**src/rtl/css_pkg.sv**
```systemverilog
// constants for the clock source supervisor
// assumes a single clk_sys domain and byte-wide register port
package css_pkg;
	// ************
	// register indices
	// ************
	localparam logic [3:0] ADDR_PROTECT  = 4'h0;
	localparam logic [3:0] ADDR_CLK_CTL0 = 4'h1;
	localparam logic [3:0] ADDR_CLK_CTL1 = 4'h2;
	localparam logic [3:0] ADDR_OSC_DET  = 4'h3;
	localparam logic [3:0] ADDR_PROC_M2  = 4'h4;
	localparam logic [3:0] ADDR_PLL_CTL  = 4'h5;
	localparam logic [3:0] ADDR_STATUS   = 4'h6;
	// ************
	// field positions
	// ************
	// protect_register
	localparam int PRT_CLK  = 0;
	localparam int PRT_PMOD = 1;
	// clock_control_0
	localparam int C0_GATE  = 2;
	localparam int C0_MSTOP = 5;
	localparam int C0_DIV8  = 6;
	localparam int C0_SUB   = 7;
	// clock_control_1
	localparam int C1_STOP  = 0;
	localparam int C1_PLL   = 1;
	localparam int C1_XDRV  = 5;
	localparam int C1_DIV0  = 6;
	// osc_detect_control
	localparam int OD_EN    = 0;
	localparam int OD_OCO   = 1;
	localparam int OD_FLAG  = 2;
	localparam int OD_MON   = 3;
	localparam int OD_ACT   = 7;
	// processor_mode_2
	localparam int PM_WAIT  = 0;
	localparam int PM_LOCK  = 1;
	localparam int PM_WDT   = 2;
	// pll_control
	localparam int PL_EN    = 7;
	// ************
	// reset values
	// ************
	localparam logic [7:0] RST_CLK_CTL0 = 8'h48;
	localparam logic [7:0] RST_CLK_CTL1 = 8'h20;
	localparam logic [7:0] RST_PLL_CTL  = 8'h01;
	localparam logic [1:0] RST_CPU_DIV  = 2'h2;
	// ************
	// timing
	// ************
	localparam int CLK_PERIOD_NS = 40;
	localparam int MON_WIN_NS    = 640;
	localparam int MON_WIN_CYC   = MON_WIN_NS / CLK_PERIOD_NS;
	// ************
	// types
	// ************
	typedef enum logic [1:0] {
		CSS_SRC_MAIN = 2'b00,
		CSS_SRC_SUB  = 2'b01,
		CSS_SRC_OCO  = 2'b10,
		CSS_SRC_PLL  = 2'b11
	} css_src_t;
endpackage : css_pkg

```
**src/rtl/css_edge_monitor.sv**
```systemverilog
// main clock activity monitor
// assumes osc_level is already synchronous to clk_sys
`timescale 1ns/1ps
`default_nettype none
module css_edge_monitor #(
	parameter int WIN = css_pkg::MON_WIN_CYC
) (
	// clock and reset
	input  wire logic clk_sys,
	input  wire logic resetn,
	// sampled oscillator
	input  wire logic osc_level,
	// state
	output logic      stopped_q,
	output logic      stop_evt_q,
	output logic      restart_evt_q
);
	logic [7:0] cnt_q;
	logic       last_q;
	logic       edge_w;

	assign edge_w = osc_level ^ last_q;

	always_ff @(posedge clk_sys or negedge resetn) begin
		if (!resetn) begin
			last_q        <= 1'b0;
			cnt_q         <= 8'h00;
			stopped_q     <= 1'b0;
			stop_evt_q    <= 1'b0;
			restart_evt_q <= 1'b0;
		end else begin
			last_q        <= osc_level;
			stop_evt_q    <= 1'b0;
			restart_evt_q <= 1'b0;
			if (edge_w) begin
				cnt_q <= 8'h00;
				if (stopped_q) begin
					stopped_q     <= 1'b0;
					restart_evt_q <= 1'b1;
				end
			end else if (cnt_q == 8'(WIN - 1)) begin
				if (!stopped_q) begin
					stopped_q  <= 1'b1;
					stop_evt_q <= 1'b1;
				end
			end else begin
				cnt_q <= cnt_q + 8'h01;
			end
		end
	end
endmodule // css_edge_monitor
`default_nettype wire

```
**src/rtl/css_pll_mult.sv**
```systemverilog
// one-time pll multiplier latch
// assumes write qualification is done by the caller
`timescale 1ns/1ps
`default_nettype none
module css_pll_mult (
	// clock and reset
	input  wire logic       clk_sys,
	input  wire logic       resetn,
	// write
	input  wire logic       wr,
	input  wire logic       pll_on,
	input  wire logic [2:0] wdata,
	// value
	output logic      [2:0] mult_q
);
	logic done_q;

	always_ff @(posedge clk_sys or negedge resetn) begin
		if (!resetn) begin
			mult_q <= css_pkg::RST_PLL_CTL[2:0];
			done_q <= 1'b0;
		end else if (wr && !pll_on && !done_q) begin
			mult_q <= wdata;
			done_q <= 1'b1;
		end
	end
endmodule // css_pll_mult
`default_nettype wire

```
**src/rtl/css_top.sv**
```systemverilog
// clock source supervisor: control registers, stop detection, lock
// assumes a register port synchronous to clk_sys and sampled osc pins
//
// Overview of operation
// stop with main source selects on-chip oscillator
// software keeps oscillator select while stopped
// flag sets on stop and restart
// interrupt only on flag rising
// flag clears only by writing zero
// no new interrupt while flag set
// handler rereads monitor bit several times
// pll source: no switch, interrupt only
// disable detection before stop mode
// disable detection before main stop
// detect reset keeps enable select action
// main stopped forces div8 and drive
// unlock protection before control writes
// pll wait select effective when pll on
// lock bit cannot be cleared
// lock freezes listed clock bits
// watchdog source on-chip, blocks stop
// multiplier written once while pll off
// prepare dividers before pll enable
// reset runs main divided by eight
// external clock stops only with sub
// wait sub stable before selecting
// oscillator select runs on-chip oscillator
//
// Chosen here: the plain strobed port and the register offsets.
`timescale 1ns/1ps
`default_nettype none
module css_top (
	// clock and reset
	input  wire logic       clk_sys,
	input  wire logic       resetn,
	input  wire logic       det_resetn,
	// register port
	input  wire logic [3:0] addr,
	input  wire logic [7:0] wdata,
	input  wire logic       wr,
	input  wire logic       rd,
	output logic      [7:0] rdata_q,
	// oscillator
	input  wire logic       main_osc_in,
	input  wire logic       ext_clock_mode,
	// clock controls
	output logic      [1:0] cpu_src_q,
	output logic      [2:0] cpu_div_q,
	output logic            onchip_osc_on_q,
	output logic            main_osc_run_q,
	output logic            pll_on_q,
	output logic            stop_mode_q,
	output logic            wdt_onchip_q,
	output logic            wait_allowed_q,
	output logic            osc_irq_q
);
	// ************
	// registers
	// ************
	logic       clock_protect_unlock_q, procmode_protect_unlock_q;
	logic       periph_gate_in_sleep_q, main_osc_stop_q, div8_q, sub_clock_select_q;
	logic       stop_mode_request_q, pll_cpu_select_q, xin_drive_q;
	logic [1:0] cpu_divider_select_q;
	logic       osc_stop_detect_enable_q, onchip_osc_select_q, osc_detect_flag_q;
	logic       detect_action_select_q;
	logic       pll_wait_select_q, clock_change_lock_q, watchdog_source_onchip_q;
	logic       pll_enable_q;
	logic [2:0] pll_multiplier;
	logic       main_clock_monitor, stop_evt, restart_evt;
	logic       div8_select, xin_drive_high;
	logic       wr0, wr1, wr2, wr3, wr4, wr5, lock_ok;

	assign wr0     = wr && addr == css_pkg::ADDR_CLK_CTL0 && clock_protect_unlock_q;
	assign wr1     = wr && addr == css_pkg::ADDR_CLK_CTL1 && clock_protect_unlock_q;
	assign wr2     = wr && addr == css_pkg::ADDR_OSC_DET;
	assign wr4     = wr && addr == css_pkg::ADDR_PROC_M2 && procmode_protect_unlock_q;
	assign wr5     = wr && addr == css_pkg::ADDR_PLL_CTL && clock_protect_unlock_q;
	assign wr3     = wr && addr == css_pkg::ADDR_PROTECT;
	assign lock_ok = !clock_change_lock_q;

	// forced bits while main stopped and on-chip oscillator off
	assign div8_select    = div8_q || (!onchip_osc_select_q && main_osc_stop_q);
	assign xin_drive_high = xin_drive_q || (!onchip_osc_select_q && main_osc_stop_q);

	// ************
	// submodules
	// ************
	css_edge_monitor u_mon (
		.clk_sys       (clk_sys),
		.resetn        (resetn),
		.osc_level     (main_osc_in),
		.stopped_q     (main_clock_monitor),
		.stop_evt_q    (stop_evt),
		.restart_evt_q (restart_evt)
	);

	css_pll_mult u_mult (
		.clk_sys (clk_sys),
		.resetn  (resetn),
		.wr      (wr5 && lock_ok),
		.pll_on  (pll_enable_q),
		.wdata   (wdata[2:0]),
		.mult_q  (pll_multiplier)
	);

	// ************
	// protection
	// ************
	always_ff @(posedge clk_sys or negedge resetn) begin
		if (!resetn) begin
			clock_protect_unlock_q    <= 1'b0;
			procmode_protect_unlock_q <= 1'b0;
		end else if (wr3) begin
			clock_protect_unlock_q    <= wdata[css_pkg::PRT_CLK];
			procmode_protect_unlock_q <= wdata[css_pkg::PRT_PMOD];
		end
	end

	// ************
	// clock control 0 and 1
	// ************
	always_ff @(posedge clk_sys or negedge resetn) begin
		if (!resetn) begin
			periph_gate_in_sleep_q <= css_pkg::RST_CLK_CTL0[css_pkg::C0_GATE];
			main_osc_stop_q        <= css_pkg::RST_CLK_CTL0[css_pkg::C0_MSTOP];
			div8_q                 <= css_pkg::RST_CLK_CTL0[css_pkg::C0_DIV8];
			sub_clock_select_q     <= css_pkg::RST_CLK_CTL0[css_pkg::C0_SUB];
		end else if (wr0) begin
			div8_q <= wdata[css_pkg::C0_DIV8];
			if (lock_ok) begin
				periph_gate_in_sleep_q <= wdata[css_pkg::C0_GATE];
				main_osc_stop_q        <= wdata[css_pkg::C0_MSTOP];
				sub_clock_select_q     <= wdata[css_pkg::C0_SUB];
			end
		end
	end

	always_ff @(posedge clk_sys or negedge resetn) begin
		if (!resetn) begin
			stop_mode_request_q  <= css_pkg::RST_CLK_CTL1[css_pkg::C1_STOP];
			pll_cpu_select_q     <= css_pkg::RST_CLK_CTL1[css_pkg::C1_PLL];
			xin_drive_q          <= css_pkg::RST_CLK_CTL1[css_pkg::C1_XDRV];
			cpu_divider_select_q <= css_pkg::RST_CPU_DIV;
		end else if (wr1) begin
			xin_drive_q          <= wdata[css_pkg::C1_XDRV];
			cpu_divider_select_q <= wdata[css_pkg::C1_DIV0 +: 2];
			if (lock_ok) begin
				pll_cpu_select_q <= wdata[css_pkg::C1_PLL];
				if (!watchdog_source_onchip_q)
					stop_mode_request_q <= wdata[css_pkg::C1_STOP];
			end
		end
	end

	// ************
	// oscillation stop detection
	// ************
	// bits kept across a detection reset
	always_ff @(posedge clk_sys or negedge resetn) begin
		if (!resetn) begin
			osc_stop_detect_enable_q <= 1'b0;
			onchip_osc_select_q      <= 1'b0;
			detect_action_select_q   <= 1'b0;
		end else begin
			if (wr2 && clock_protect_unlock_q) begin
				if (lock_ok)
					osc_stop_detect_enable_q <= wdata[css_pkg::OD_EN];
				onchip_osc_select_q    <= wdata[css_pkg::OD_OCO];
				detect_action_select_q <= wdata[css_pkg::OD_ACT];
			end
			if (stop_evt && osc_stop_detect_enable_q && detect_action_select_q
					&& !pll_cpu_select_q && !sub_clock_select_q)
				onchip_osc_select_q <= 1'b1;
		end
	end

	// flag and interrupt; cleared by detection reset as well
	always_ff @(posedge clk_sys or negedge resetn) begin
		if (!resetn) begin
			osc_detect_flag_q <= 1'b0;
			osc_irq_q         <= 1'b0;
		end else if (!det_resetn) begin
			osc_detect_flag_q <= 1'b0;
			osc_irq_q         <= 1'b0;
		end else begin
			osc_irq_q <= 1'b0;
			if (osc_stop_detect_enable_q && (stop_evt || restart_evt)) begin
				osc_detect_flag_q <= 1'b1;
				if (!osc_detect_flag_q && detect_action_select_q)
					osc_irq_q <= 1'b1;
			end else if (wr2 && clock_protect_unlock_q && !wdata[css_pkg::OD_FLAG])
				osc_detect_flag_q <= 1'b0;
		end
	end

	// ************
	// processor mode 2 and pll
	// ************
	always_ff @(posedge clk_sys or negedge resetn) begin
		if (!resetn) begin
			pll_wait_select_q        <= 1'b1;
			clock_change_lock_q      <= 1'b0;
			watchdog_source_onchip_q <= 1'b0;
		end else if (wr4) begin
			if (!pll_enable_q)
				pll_wait_select_q <= wdata[css_pkg::PM_WAIT];
			if (wdata[css_pkg::PM_LOCK])
				clock_change_lock_q <= 1'b1;
			if (wdata[css_pkg::PM_WDT])
				watchdog_source_onchip_q <= 1'b1;
		end
	end

	always_ff @(posedge clk_sys or negedge resetn) begin
		if (!resetn)
			pll_enable_q <= 1'b0;
		else if (wr5 && lock_ok)
			pll_enable_q <= wdata[css_pkg::PL_EN];
	end

	// ************
	// outputs
	// ************
	always_ff @(posedge clk_sys or negedge resetn) begin
		if (!resetn) begin
			cpu_src_q       <= 2'h0;
			cpu_div_q       <= 3'h3;
			onchip_osc_on_q <= 1'b0;
			main_osc_run_q  <= 1'b1;
			pll_on_q        <= 1'b0;
			stop_mode_q     <= 1'b0;
			wdt_onchip_q    <= 1'b0;
			wait_allowed_q  <= 1'b1;
		end else begin
			if (sub_clock_select_q)
				cpu_src_q <= css_pkg::CSS_SRC_SUB;
			else if (onchip_osc_select_q)
				cpu_src_q <= css_pkg::CSS_SRC_OCO;
			else if (pll_cpu_select_q)
				cpu_src_q <= css_pkg::CSS_SRC_PLL;
			else
				cpu_src_q <= css_pkg::CSS_SRC_MAIN;
			if (div8_select)
				cpu_div_q <= 3'h3;
			else if (cpu_divider_select_q == 2'h0)
				cpu_div_q <= 3'h0;
			else
				cpu_div_q <= {1'b0, cpu_divider_select_q} + 3'h1;
			onchip_osc_on_q <= onchip_osc_select_q || watchdog_source_onchip_q;
			main_osc_run_q  <= !main_osc_stop_q
				|| (ext_clock_mode && !sub_clock_select_q);
			pll_on_q       <= pll_enable_q;
			stop_mode_q    <= stop_mode_request_q;
			wdt_onchip_q   <= watchdog_source_onchip_q;
			wait_allowed_q <= !clock_change_lock_q;
		end
	end

	// ************
	// read port
	// ************
	always_ff @(posedge clk_sys or negedge resetn) begin
		if (!resetn)
			rdata_q <= 8'h00;
		else if (rd) begin
			unique case (addr)
				css_pkg::ADDR_PROTECT:
					rdata_q <= {6'h00, procmode_protect_unlock_q, clock_protect_unlock_q};
				css_pkg::ADDR_CLK_CTL0:
					// unused bits read as their reset value
					rdata_q <= {sub_clock_select_q, div8_select, main_osc_stop_q,
						css_pkg::RST_CLK_CTL0[4:3], periph_gate_in_sleep_q,
						css_pkg::RST_CLK_CTL0[1:0]};
				css_pkg::ADDR_CLK_CTL1:
					rdata_q <= {cpu_divider_select_q, xin_drive_high, 3'h0,
						pll_cpu_select_q, stop_mode_request_q};
				css_pkg::ADDR_OSC_DET:
					rdata_q <= {detect_action_select_q, 3'h0, main_clock_monitor,
						osc_detect_flag_q, onchip_osc_select_q, osc_stop_detect_enable_q};
				css_pkg::ADDR_PROC_M2:
					rdata_q <= {5'h00, watchdog_source_onchip_q, clock_change_lock_q,
						pll_wait_select_q};
				css_pkg::ADDR_PLL_CTL:
					rdata_q <= {pll_enable_q, 4'h0, pll_multiplier};
				default:
					rdata_q <= 8'h00;
			endcase
		end
	end

	// ************
	// checks
	// ************
	AST_FLAG_SET: assert property (@(posedge clk_sys) disable iff (!resetn)
		det_resetn && osc_stop_detect_enable_q && stop_evt |=> osc_detect_flag_q)
		else $error("flag not set on detection");
	AST_IRQ_EDGE: assert property (@(posedge clk_sys) disable iff (!resetn)
		osc_irq_q |-> osc_detect_flag_q && !$past(osc_detect_flag_q))
		else $error("irq without flag rising");
	AST_FLAG_HOLD: assert property (@(posedge clk_sys) disable iff (!resetn)
		osc_detect_flag_q && det_resetn && !wr2 |=> osc_detect_flag_q)
		else $error("flag cleared without write");
	AST_NO_REIRQ: assert property (@(posedge clk_sys) disable iff (!resetn)
		osc_detect_flag_q && det_resetn |=> !osc_irq_q)
		else $error("irq while flag set");
	AST_FALLBACK: assert property (@(posedge clk_sys) disable iff (!resetn)
		stop_evt && osc_stop_detect_enable_q && detect_action_select_q
		&& !pll_cpu_select_q && !sub_clock_select_q |=> onchip_osc_select_q)
		else $error("no fallback on stop");
	AST_LOCK_STICKY: assert property (@(posedge clk_sys) disable iff (!resetn)
		clock_change_lock_q |=> clock_change_lock_q)
		else $error("lock cleared");
	AST_LOCK_PLL: assert property (@(posedge clk_sys) disable iff (!resetn)
		clock_change_lock_q |=> $stable(pll_enable_q) && $stable(main_osc_stop_q))
		else $error("locked bit changed");
	AST_WDT_STOP: assert property (@(posedge clk_sys) disable iff (!resetn)
		watchdog_source_onchip_q && !stop_mode_request_q |=> !stop_mode_request_q)
		else $error("stop request taken");
	AST_FORCE_DIV8: assert property (@(posedge clk_sys) disable iff (!resetn)
		!onchip_osc_select_q && main_osc_stop_q |=> cpu_div_q == 3'h3)
		else $error("div8 not forced");
	COV_STOP_IRQ: cover property (@(posedge clk_sys) disable iff (!resetn)
		stop_evt ##1 osc_irq_q);
	COV_RESTART: cover property (@(posedge clk_sys) disable iff (!resetn) restart_evt);
	COV_LOCK: cover property (@(posedge clk_sys) disable iff (!resetn)
		$rose(clock_change_lock_q));
endmodule // css_top
`default_nettype wire

```
**config.mk**
```make
export PLATFORM = sky130hd
export DESIGN_NAME = css_top
export DESIGN_NICKNAME = d
export VERILOG_FILES = /design/src/rtl/css_pkg.sv /design/src/rtl/css_edge_monitor.sv /design/src/rtl/css_pll_mult.sv /design/src/rtl/css_top.sv
export SDC_FILE = /design/constraint.sdc
export NUM_CORES = 1
export LEC_CHECK = 0
export BUFFER_PORTS_ARGS = -buffer_cell sky130_fd_sc_hd__buf_2
export CORE_MARGIN = 2
export CORE_UTILIZATION = 31
export DETAILED_ROUTE_END_ITERATION = 8
export MAX_ROUTING_LAYER = met4
export PLACE_DENSITY = 0.55
export REMOVE_ABC_BUFFERS = 1
export SLEW_MARGIN = 20
export SYNTH_ARGS = -nofsm -noshare
export SYNTH_HDL_FRONTEND = slang
export SYNTH_SLANG_ARGS = --single-unit
```
**constraint.sdc**
```tcl
create_clock -name clk_sys -period 2.4 [get_ports clk_sys]
set_input_delay 0.12 -clock clk_sys [delete_from_list [all_inputs] [get_ports clk_sys]]
set_output_delay 0.12 -clock clk_sys [all_outputs]
set_load 0.01 [all_outputs]
```
Yosys cells after proc, flatten, opt, wreduce, memory -nomap -nowiden
Cells that the tools add are included.
{"block": "totals", "ff_bits": 55, "out_inout_bits": 20, "word_cells": 120}
{"block": "classes", "n_addsub": 2, "n_eq_ne": 8, "muxes": 23, "n_bitwise": 4, "n_reduce_logical": 48}
{"op": "$pmux W8 S6", "count": 1}
{"op": "$logic_and A1 B1 Y1", "count": 23}
{"op": "$mux W8", "count": 2}
{"op": "$mux W1", "count": 15}
{"op": "$reduce_and A2 Y1", "count": 6}
{"op": "$logic_not A1 Y1", "count": 9}
{"op": "$add A8 B1 Y8 const B", "count": 1}
{"op": "$eq A4 B2 Y1 const B", "count": 2}
{"op": "$eq A4 B3 Y1 const B", "count": 2}
{"op": "$eq A8 B4 Y1 const B", "count": 1}
{"op": "$mux W2", "count": 3}
{"op": "$mux W3", "count": 2}
{"op": "$logic_or A1 B1 Y1", "count": 5}
{"op": "$eq A4 B1 Y1 const B", "count": 1}
{"op": "$logic_not A4 Y1", "count": 1}
{"op": "$reduce_bool A2 Y1", "count": 2}
{"op": "$add A2 B1 Y3 const B", "count": 1}
{"op": "$ne A3 B1 Y1 const B", "count": 1}
{"op": "$not A1 Y1", "count": 3}
{"op": "$reduce_and A3 Y1", "count": 1}
{"op": "$logic_not A2 Y1", "count": 1}
{"op": "$ne A2 B1 Y1 const B", "count": 1}
{"op": "$xor A1 B1 Y1", "count": 1}

Logic depth before layout (Yosys ltp)
{"block": "logic_depth", "word_depth": 7, "mapped_depth": 6}

Hierarchy
From an unflattened synthesis, not the netlist that was laid out.
{"block": "hier_totals", "hier_cells": 208, "hier_area_um2": 2506.2}
{"module": "css_top", "instances": 1, "cells_each": 146, "area_per_inst_um2": 1795.5}
{"module": "css_edge_monitor", "instances": 1, "cells_each": 52, "area_per_inst_um2": 545.5}
{"module": "css_pll_mult", "instances": 1, "cells_each": 10, "area_per_inst_um2": 165.2}

Worst setup path before layout
Ideal clock, no wire load.
{"block": "synth_path", "path_type": "register to register", "from": "register clock_change_lock_q", "to": "register u_mult.mult_q[1]", "setup_time_ps": 125, "t_arrival_ps": 1395, "required_time_ps": 2275, "path_slack_ps": 880, "stages_incl_launch_ff": 5, "path_buffers": 0, "synth_period_minus_slack_ps": 1520, "cell_sequence": "dfrtp_1 > and3b_1 > nand3_1 > or3_4 > mux2_4"}
{"block": "synth_between", "elab_chain_len": 4}
{"item": "from (decl)", "line": "css_top.sv:66", "rtl": "logic pll_wait_select_q, clock_change_lock_q, watchdog_source_onchip_q;"}
{"item": "from (signal assigned)", "line": "css_top.sv:202", "rtl": "clock_change_lock_q <= 1'b0;"}
{"item": "from (signal assigned)", "line": "css_top.sv:208", "rtl": "clock_change_lock_q <= 1'b1;"}
{"item": "$logic_not A1 Y1", "line": "css_top.sv:79", "rtl": "assign lock_ok = !clock_change_lock_q;"}
{"item": "$logic_and A1 B1 Y1", "line": "css_top.sv:100", "rtl": ".wr (wr5 && lock_ok),"}
{"item": "$logic_and A1 B1 Y1 (2 in a row)", "line": "css_pll_mult.sv:22", "rtl": "end else if (wr && !pll_on && !done_q) begin"}
{"item": "to (signal assigned)", "line": "css_pll_mult.sv:20", "rtl": "mult_q <= css_pkg::RST_PLL_CTL[2:0];"}
{"item": "to (signal assigned)", "line": "css_pll_mult.sv:23", "rtl": "mult_q <= wdata;"}
{"item": "to (decl)", "line": "css_pll_mult.sv:14", "rtl": "output logic [2:0] mult_q"}
No other way between the ends.
A chain may end at the register's enable or synchronous reset.

Final worst setup path
{"block": "layout_path", "from": "register u_mon.cnt_q[4]", "to": "register u_mon.cnt_q[1]"}
{"block": "layout_between", "elab_chain_len": 2}
{"item": "from (decl)", "line": "css_edge_monitor.sv:18", "rtl": "logic [7:0] cnt_q;"}
{"item": "from (signal assigned)", "line": "css_edge_monitor.sv:47", "rtl": "cnt_q <= cnt_q + 8'h01;"}
{"item": "$eq A8 B4 Y1", "line": "css_edge_monitor.sv:41", "rtl": "end else if (cnt_q == 8'(WIN - 1)) begin"}
{"item": "$ne A2 B1 Y1 (no source line)"}
No other way between the ends.

==> flow_summary_export.csv <==
group,metric,value,unit
run_status,run_status,"finished, final reports clean",
finish,area_growth,17.2,%
cts,cts.repair.resized,0,
worst_setup_path,max_stage_delay,0.56,ns
worst_setup_path,path_class,"reg -> reg",
logic_synthesis,synth_cell_types,50,
cts,cts-buffers-inserted,5,
logic_synthesis,synth_sequential_area_ratio,0.570,
worst_setup_path,cp.arrival,1.86,ns
sta,final_hold_viol_count,0,
global_route,grt_remaining_overflow,0,
finish,antenna_cells,0,
sta,min_period_over_period,0.708,
worst_setup_path,reg2reg_from,"u_mon.cnt_q[4]",
sta,worstMarginPinSlew,0.764,ns
pwr,vdd_ir_drop_max,336,uV
sta,skew,0.00831,ns
logic_synthesis,yosysWarnings,0,
cts,cts.path.max_buffers,2,
cts,cts_tree,"built",
place,place_hpwl,3700,um
logic_synthesis,synth-async-reset-ratio,1.00,
floorplanning,die-area,8440,um^2
finish,finalNetCount,271,
worst_setup_path,critPathRequiredTime,2.56,ns
sta,finalSetupViolCount,0,
cts,clkLatencyLatePin,0.30,ns
worst_setup_path,setup.worst_path.start_class,"flip-flop",
logic_synthesis,synth_enable_flop_cells,0,
floorplanning,fp-row-count,32,
sta,rsz0062_at_grt,"false",
logic_synthesis,ys_seq_elements,54,
logic_synthesis,synth.cell_area,2390,um^2
cts,clk_pin_slew_worst_paths,0.09,ns
logic_synthesis,syn-instance-count,208,
sta,clock_period_minus_final_worst_setup_slack,1.70,ns
floorplanning,start_util,0.314,
detailed_routing,avgViaCountPerCell,4.71,
floorplanning,die_w,91.8,um
sta,final_max_slew_viol_count,0,
worst_hold_path,worstHoldStart,"ext_clock_mode",
detailed_routing,vias,1659,
cts,htree_levels,2,
detailed_routing,drt.antenna.violating_nets,0,
logic_synthesis,netlist.top_cell.by_area,"sky130_fd_sc_hd__dfrtp_1",
worst_hold_path,timing.hold.worst.class,"in -> reg",
global_route,grt_max_degree,22,
worst_setup_path,timing.critical_path.from,"u_mon.cnt_q[4]",
detailed_routing,detail_route.first_pass.iterations,4,
floorplanning,top_level_ports,39,
global_route,first_global_vias,1731,
worst_setup_path,worst_path_max_delay_cell,"sky130_fd_sc_hd__nor4_1",
logic_synthesis,synth_top_cell_area_share,0.471,
global_route,grt_pass1_wl,8490,um
global_route,groute.usage.overall,0.130,
sta,timing.max_slew.rel_slack,0.489,
finish,drive_gt1_frac,0.316,
run,max_cap_violations,0,
worst_setup_path,crit_path_end_kind,"flip-flop",
floorplanning,die_y,91.8,um
place,port_buffers,35,
logic_synthesis,synth_top_flop_cell,"sky130_fd_sc_hd__dfrtp_1",
logic_synthesis,synth_area_leaders,"sky130_fd_sc_hd__dfrtp_1, sky130_fd_sc_hd__dfstp_2, sky130_fd_sc_hd__mux2_2, sky130_fd_sc_hd__nor2_1, sky130_fd_sc_hd__nand2_1",
worst_setup_path,critical_path.cell_chain,"nor4_1 -> and2b_1 -> mux2i_1 -> nor2_1",
finish,final_core_utilization,0.369,
pwr,power_density,636,nW/um^2
sta,fin_tns_setup,0,ns
detailed_routing,route.detailed.wl_per_inst,14.0,um
cts,cts_setup_buffers,0,
cts,holdBufCountCts,2,
worst_setup_path,highest_net_fanout_along_the_worst_path,6,
logic_synthesis,synthesis.area_per_instance,11.5,um^2
place,place_congestion,0.801,
floorplanning,fp.coreArea,7610,um^2
detailed_routing,drt_iter0_drc,61,
detailed_routing,drc,0,
detailed_routing,wl,4920,um
sta,timing.fmax,0.589,GHz
global_route,grt_antenna_before_repair,0,
cts,cts_num_sinks,54,
pwr,p_leak,1.33,nW
cts,clockRootBuffer,"sky130_fd_sc_hd__clkbuf_8",
[per-stage QoR]
step / area [um^2] / power [mW] / worst slack [ns] / hold WS, ns / cells
2_1_floorplan: 2360 / 1.17 / 0.880 / -0.176 / 201
3_3_place_gp: 2690 / 1.29 / 0.769 / 0.0548 / 342
3_5_place_dp: 2690 / 1.29 / 0.704 / 0.0555 / 342
4_1_cts: 2800 / 1.81 / 0.685 / 0.0289 / 352
5_1_grt: 2800 / 1.89 / 0.602 / 0.0562 / 352
6_report: 2800 / 1.78 / 0.701 / 0.0259 / 352
[final timing paths]
| path | to | slack (ns) | cells past startpoint |
|---|---|---|---|
| max | u_mon.cnt_q[1] | 0.70 | 4 |
| min | main_osc_run_q | 0.03 | 3 |
| max reg2reg | u_mon.cnt_q[1] | 0.70 | 4 |
| min reg2reg | wait_allowed_q | 0.41 | 1 |
| max in group asynchronous | pll_wait_select_q | 1.50 | 3 |
| min in group asynchronous | pll_on_q | 0.26 | 2 |
[kinds of logic after synthesis]
group | Yosys count | synth area share
AND/OR/NAND/NOR | 73 | 0.168
XOR/XNOR | 4 | 0.0146
flip-flops | 54 | 0.570
AO/OA/AOI/OAI | 33 | 0.0926
buffers and inverters | 18 | 0.0309
other | 1 | 0.00157
adder cells (fa/ha/maj) | 3 | 0.0157
multiplexers | 22 | 0.107
[sequential cells by signal (all words and copies together), names as in the netlist, 2 cells and up]
register / cells
cpu_divider_select_q: 2
u_mult.mult_q: 3
u_mon.cnt_q: 8
cpu_div_q: 3
rdata_q: 7
cpu_src_q: 2
[metal layers]
metal  global-route usage  vias up  routed length, um
met5                    -        -                  0
met4               0.0373        0                 52
met3               0.0271        5                210
met2                0.208       36               2390
met1                0.168      804               2270
li1                     -      814                  -
[synthesized netlist by cell type (all sizes together), types with 2 or more instances]
cell     n
clkbuf   4
nor2    16
xor2     4
a21o     2
ha       3
nor3     2
mux2i    3
dfrtp   45
or3      4
nor3b    2
a31oi    4
nand2   14
and4     2
buf      3
nand2b   2
a21oi    3
nor2b    4
dfstp    9
mux2    19
and2b    2
a22oi    2
nand4    4
nor4b    2
o221ai   2
o21ai    6
nand3    8
and2     5
inv     11
o22ai    5
[critical path: cells and delay by family, from the launching register on]
| family | cells | cell delay (ns) |
|---|---|---|
| flops | 1 | 0.44 |
| mux | 1 | 0.20 |
| simple gates | 3 | 0.91 |
[power breakdown]
group,internal [mW],switching [mW],leakage [nW]
Combinational,0.0978,0.124,0.589
Sequential,0.999,0.0508,0.690
Clock,0.233,0.278,0.0482
Total,1.33,0.453,1.33
[cells in the final DEF (no fill, tap or decap), types with 2 or more instances in the layout]
cell / n
sky130_fd_sc_hd__a21o_1: 2
sky130_fd_sc_hd__a21oi_1: 3
sky130_fd_sc_hd__a22oi_1: 2
sky130_fd_sc_hd__a31oi_1: 4
sky130_fd_sc_hd__and2_1: 5
sky130_fd_sc_hd__and4_1: 2
sky130_fd_sc_hd__buf_2: 35
sky130_fd_sc_hd__buf_4: 4
sky130_fd_sc_hd__clkbuf_8: 6
sky130_fd_sc_hd__dfrtp_1: 45
sky130_fd_sc_hd__dfstp_2: 9
sky130_fd_sc_hd__dlygate4sd3_1: 2
sky130_fd_sc_hd__ha_1: 3
sky130_fd_sc_hd__inv_1: 11
sky130_fd_sc_hd__mux2_2: 16
sky130_fd_sc_hd__mux2_4: 3
sky130_fd_sc_hd__mux2i_1: 3
sky130_fd_sc_hd__nand2_1: 14
sky130_fd_sc_hd__nand2b_1: 2
sky130_fd_sc_hd__nand3_1: 8
sky130_fd_sc_hd__nand4_1: 4
sky130_fd_sc_hd__nor2_1: 16
sky130_fd_sc_hd__nor2b_1: 4
sky130_fd_sc_hd__nor3_1: 2
sky130_fd_sc_hd__nor3b_1: 2
sky130_fd_sc_hd__o21ai_0: 6
sky130_fd_sc_hd__o221ai_1: 2
sky130_fd_sc_hd__o22ai_1: 5
sky130_fd_sc_hd__or3_1: 3
sky130_fd_sc_hd__xor2_1: 4
[area by class of cell]
cell class | count | area, um^2
Fill cell | 787 | 4800
Sequential cell | 54 | 1360
Multi-Input combinational cell | 136 | 956
Timing Repair Buffer | 41 | 225
Tap cell | 102 | 128
Clock buffer | 7 | 86.3
Inverter | 11 | 41.3
Clock inverter | 1 | 5.00
(Power assumes the default switching activity.)
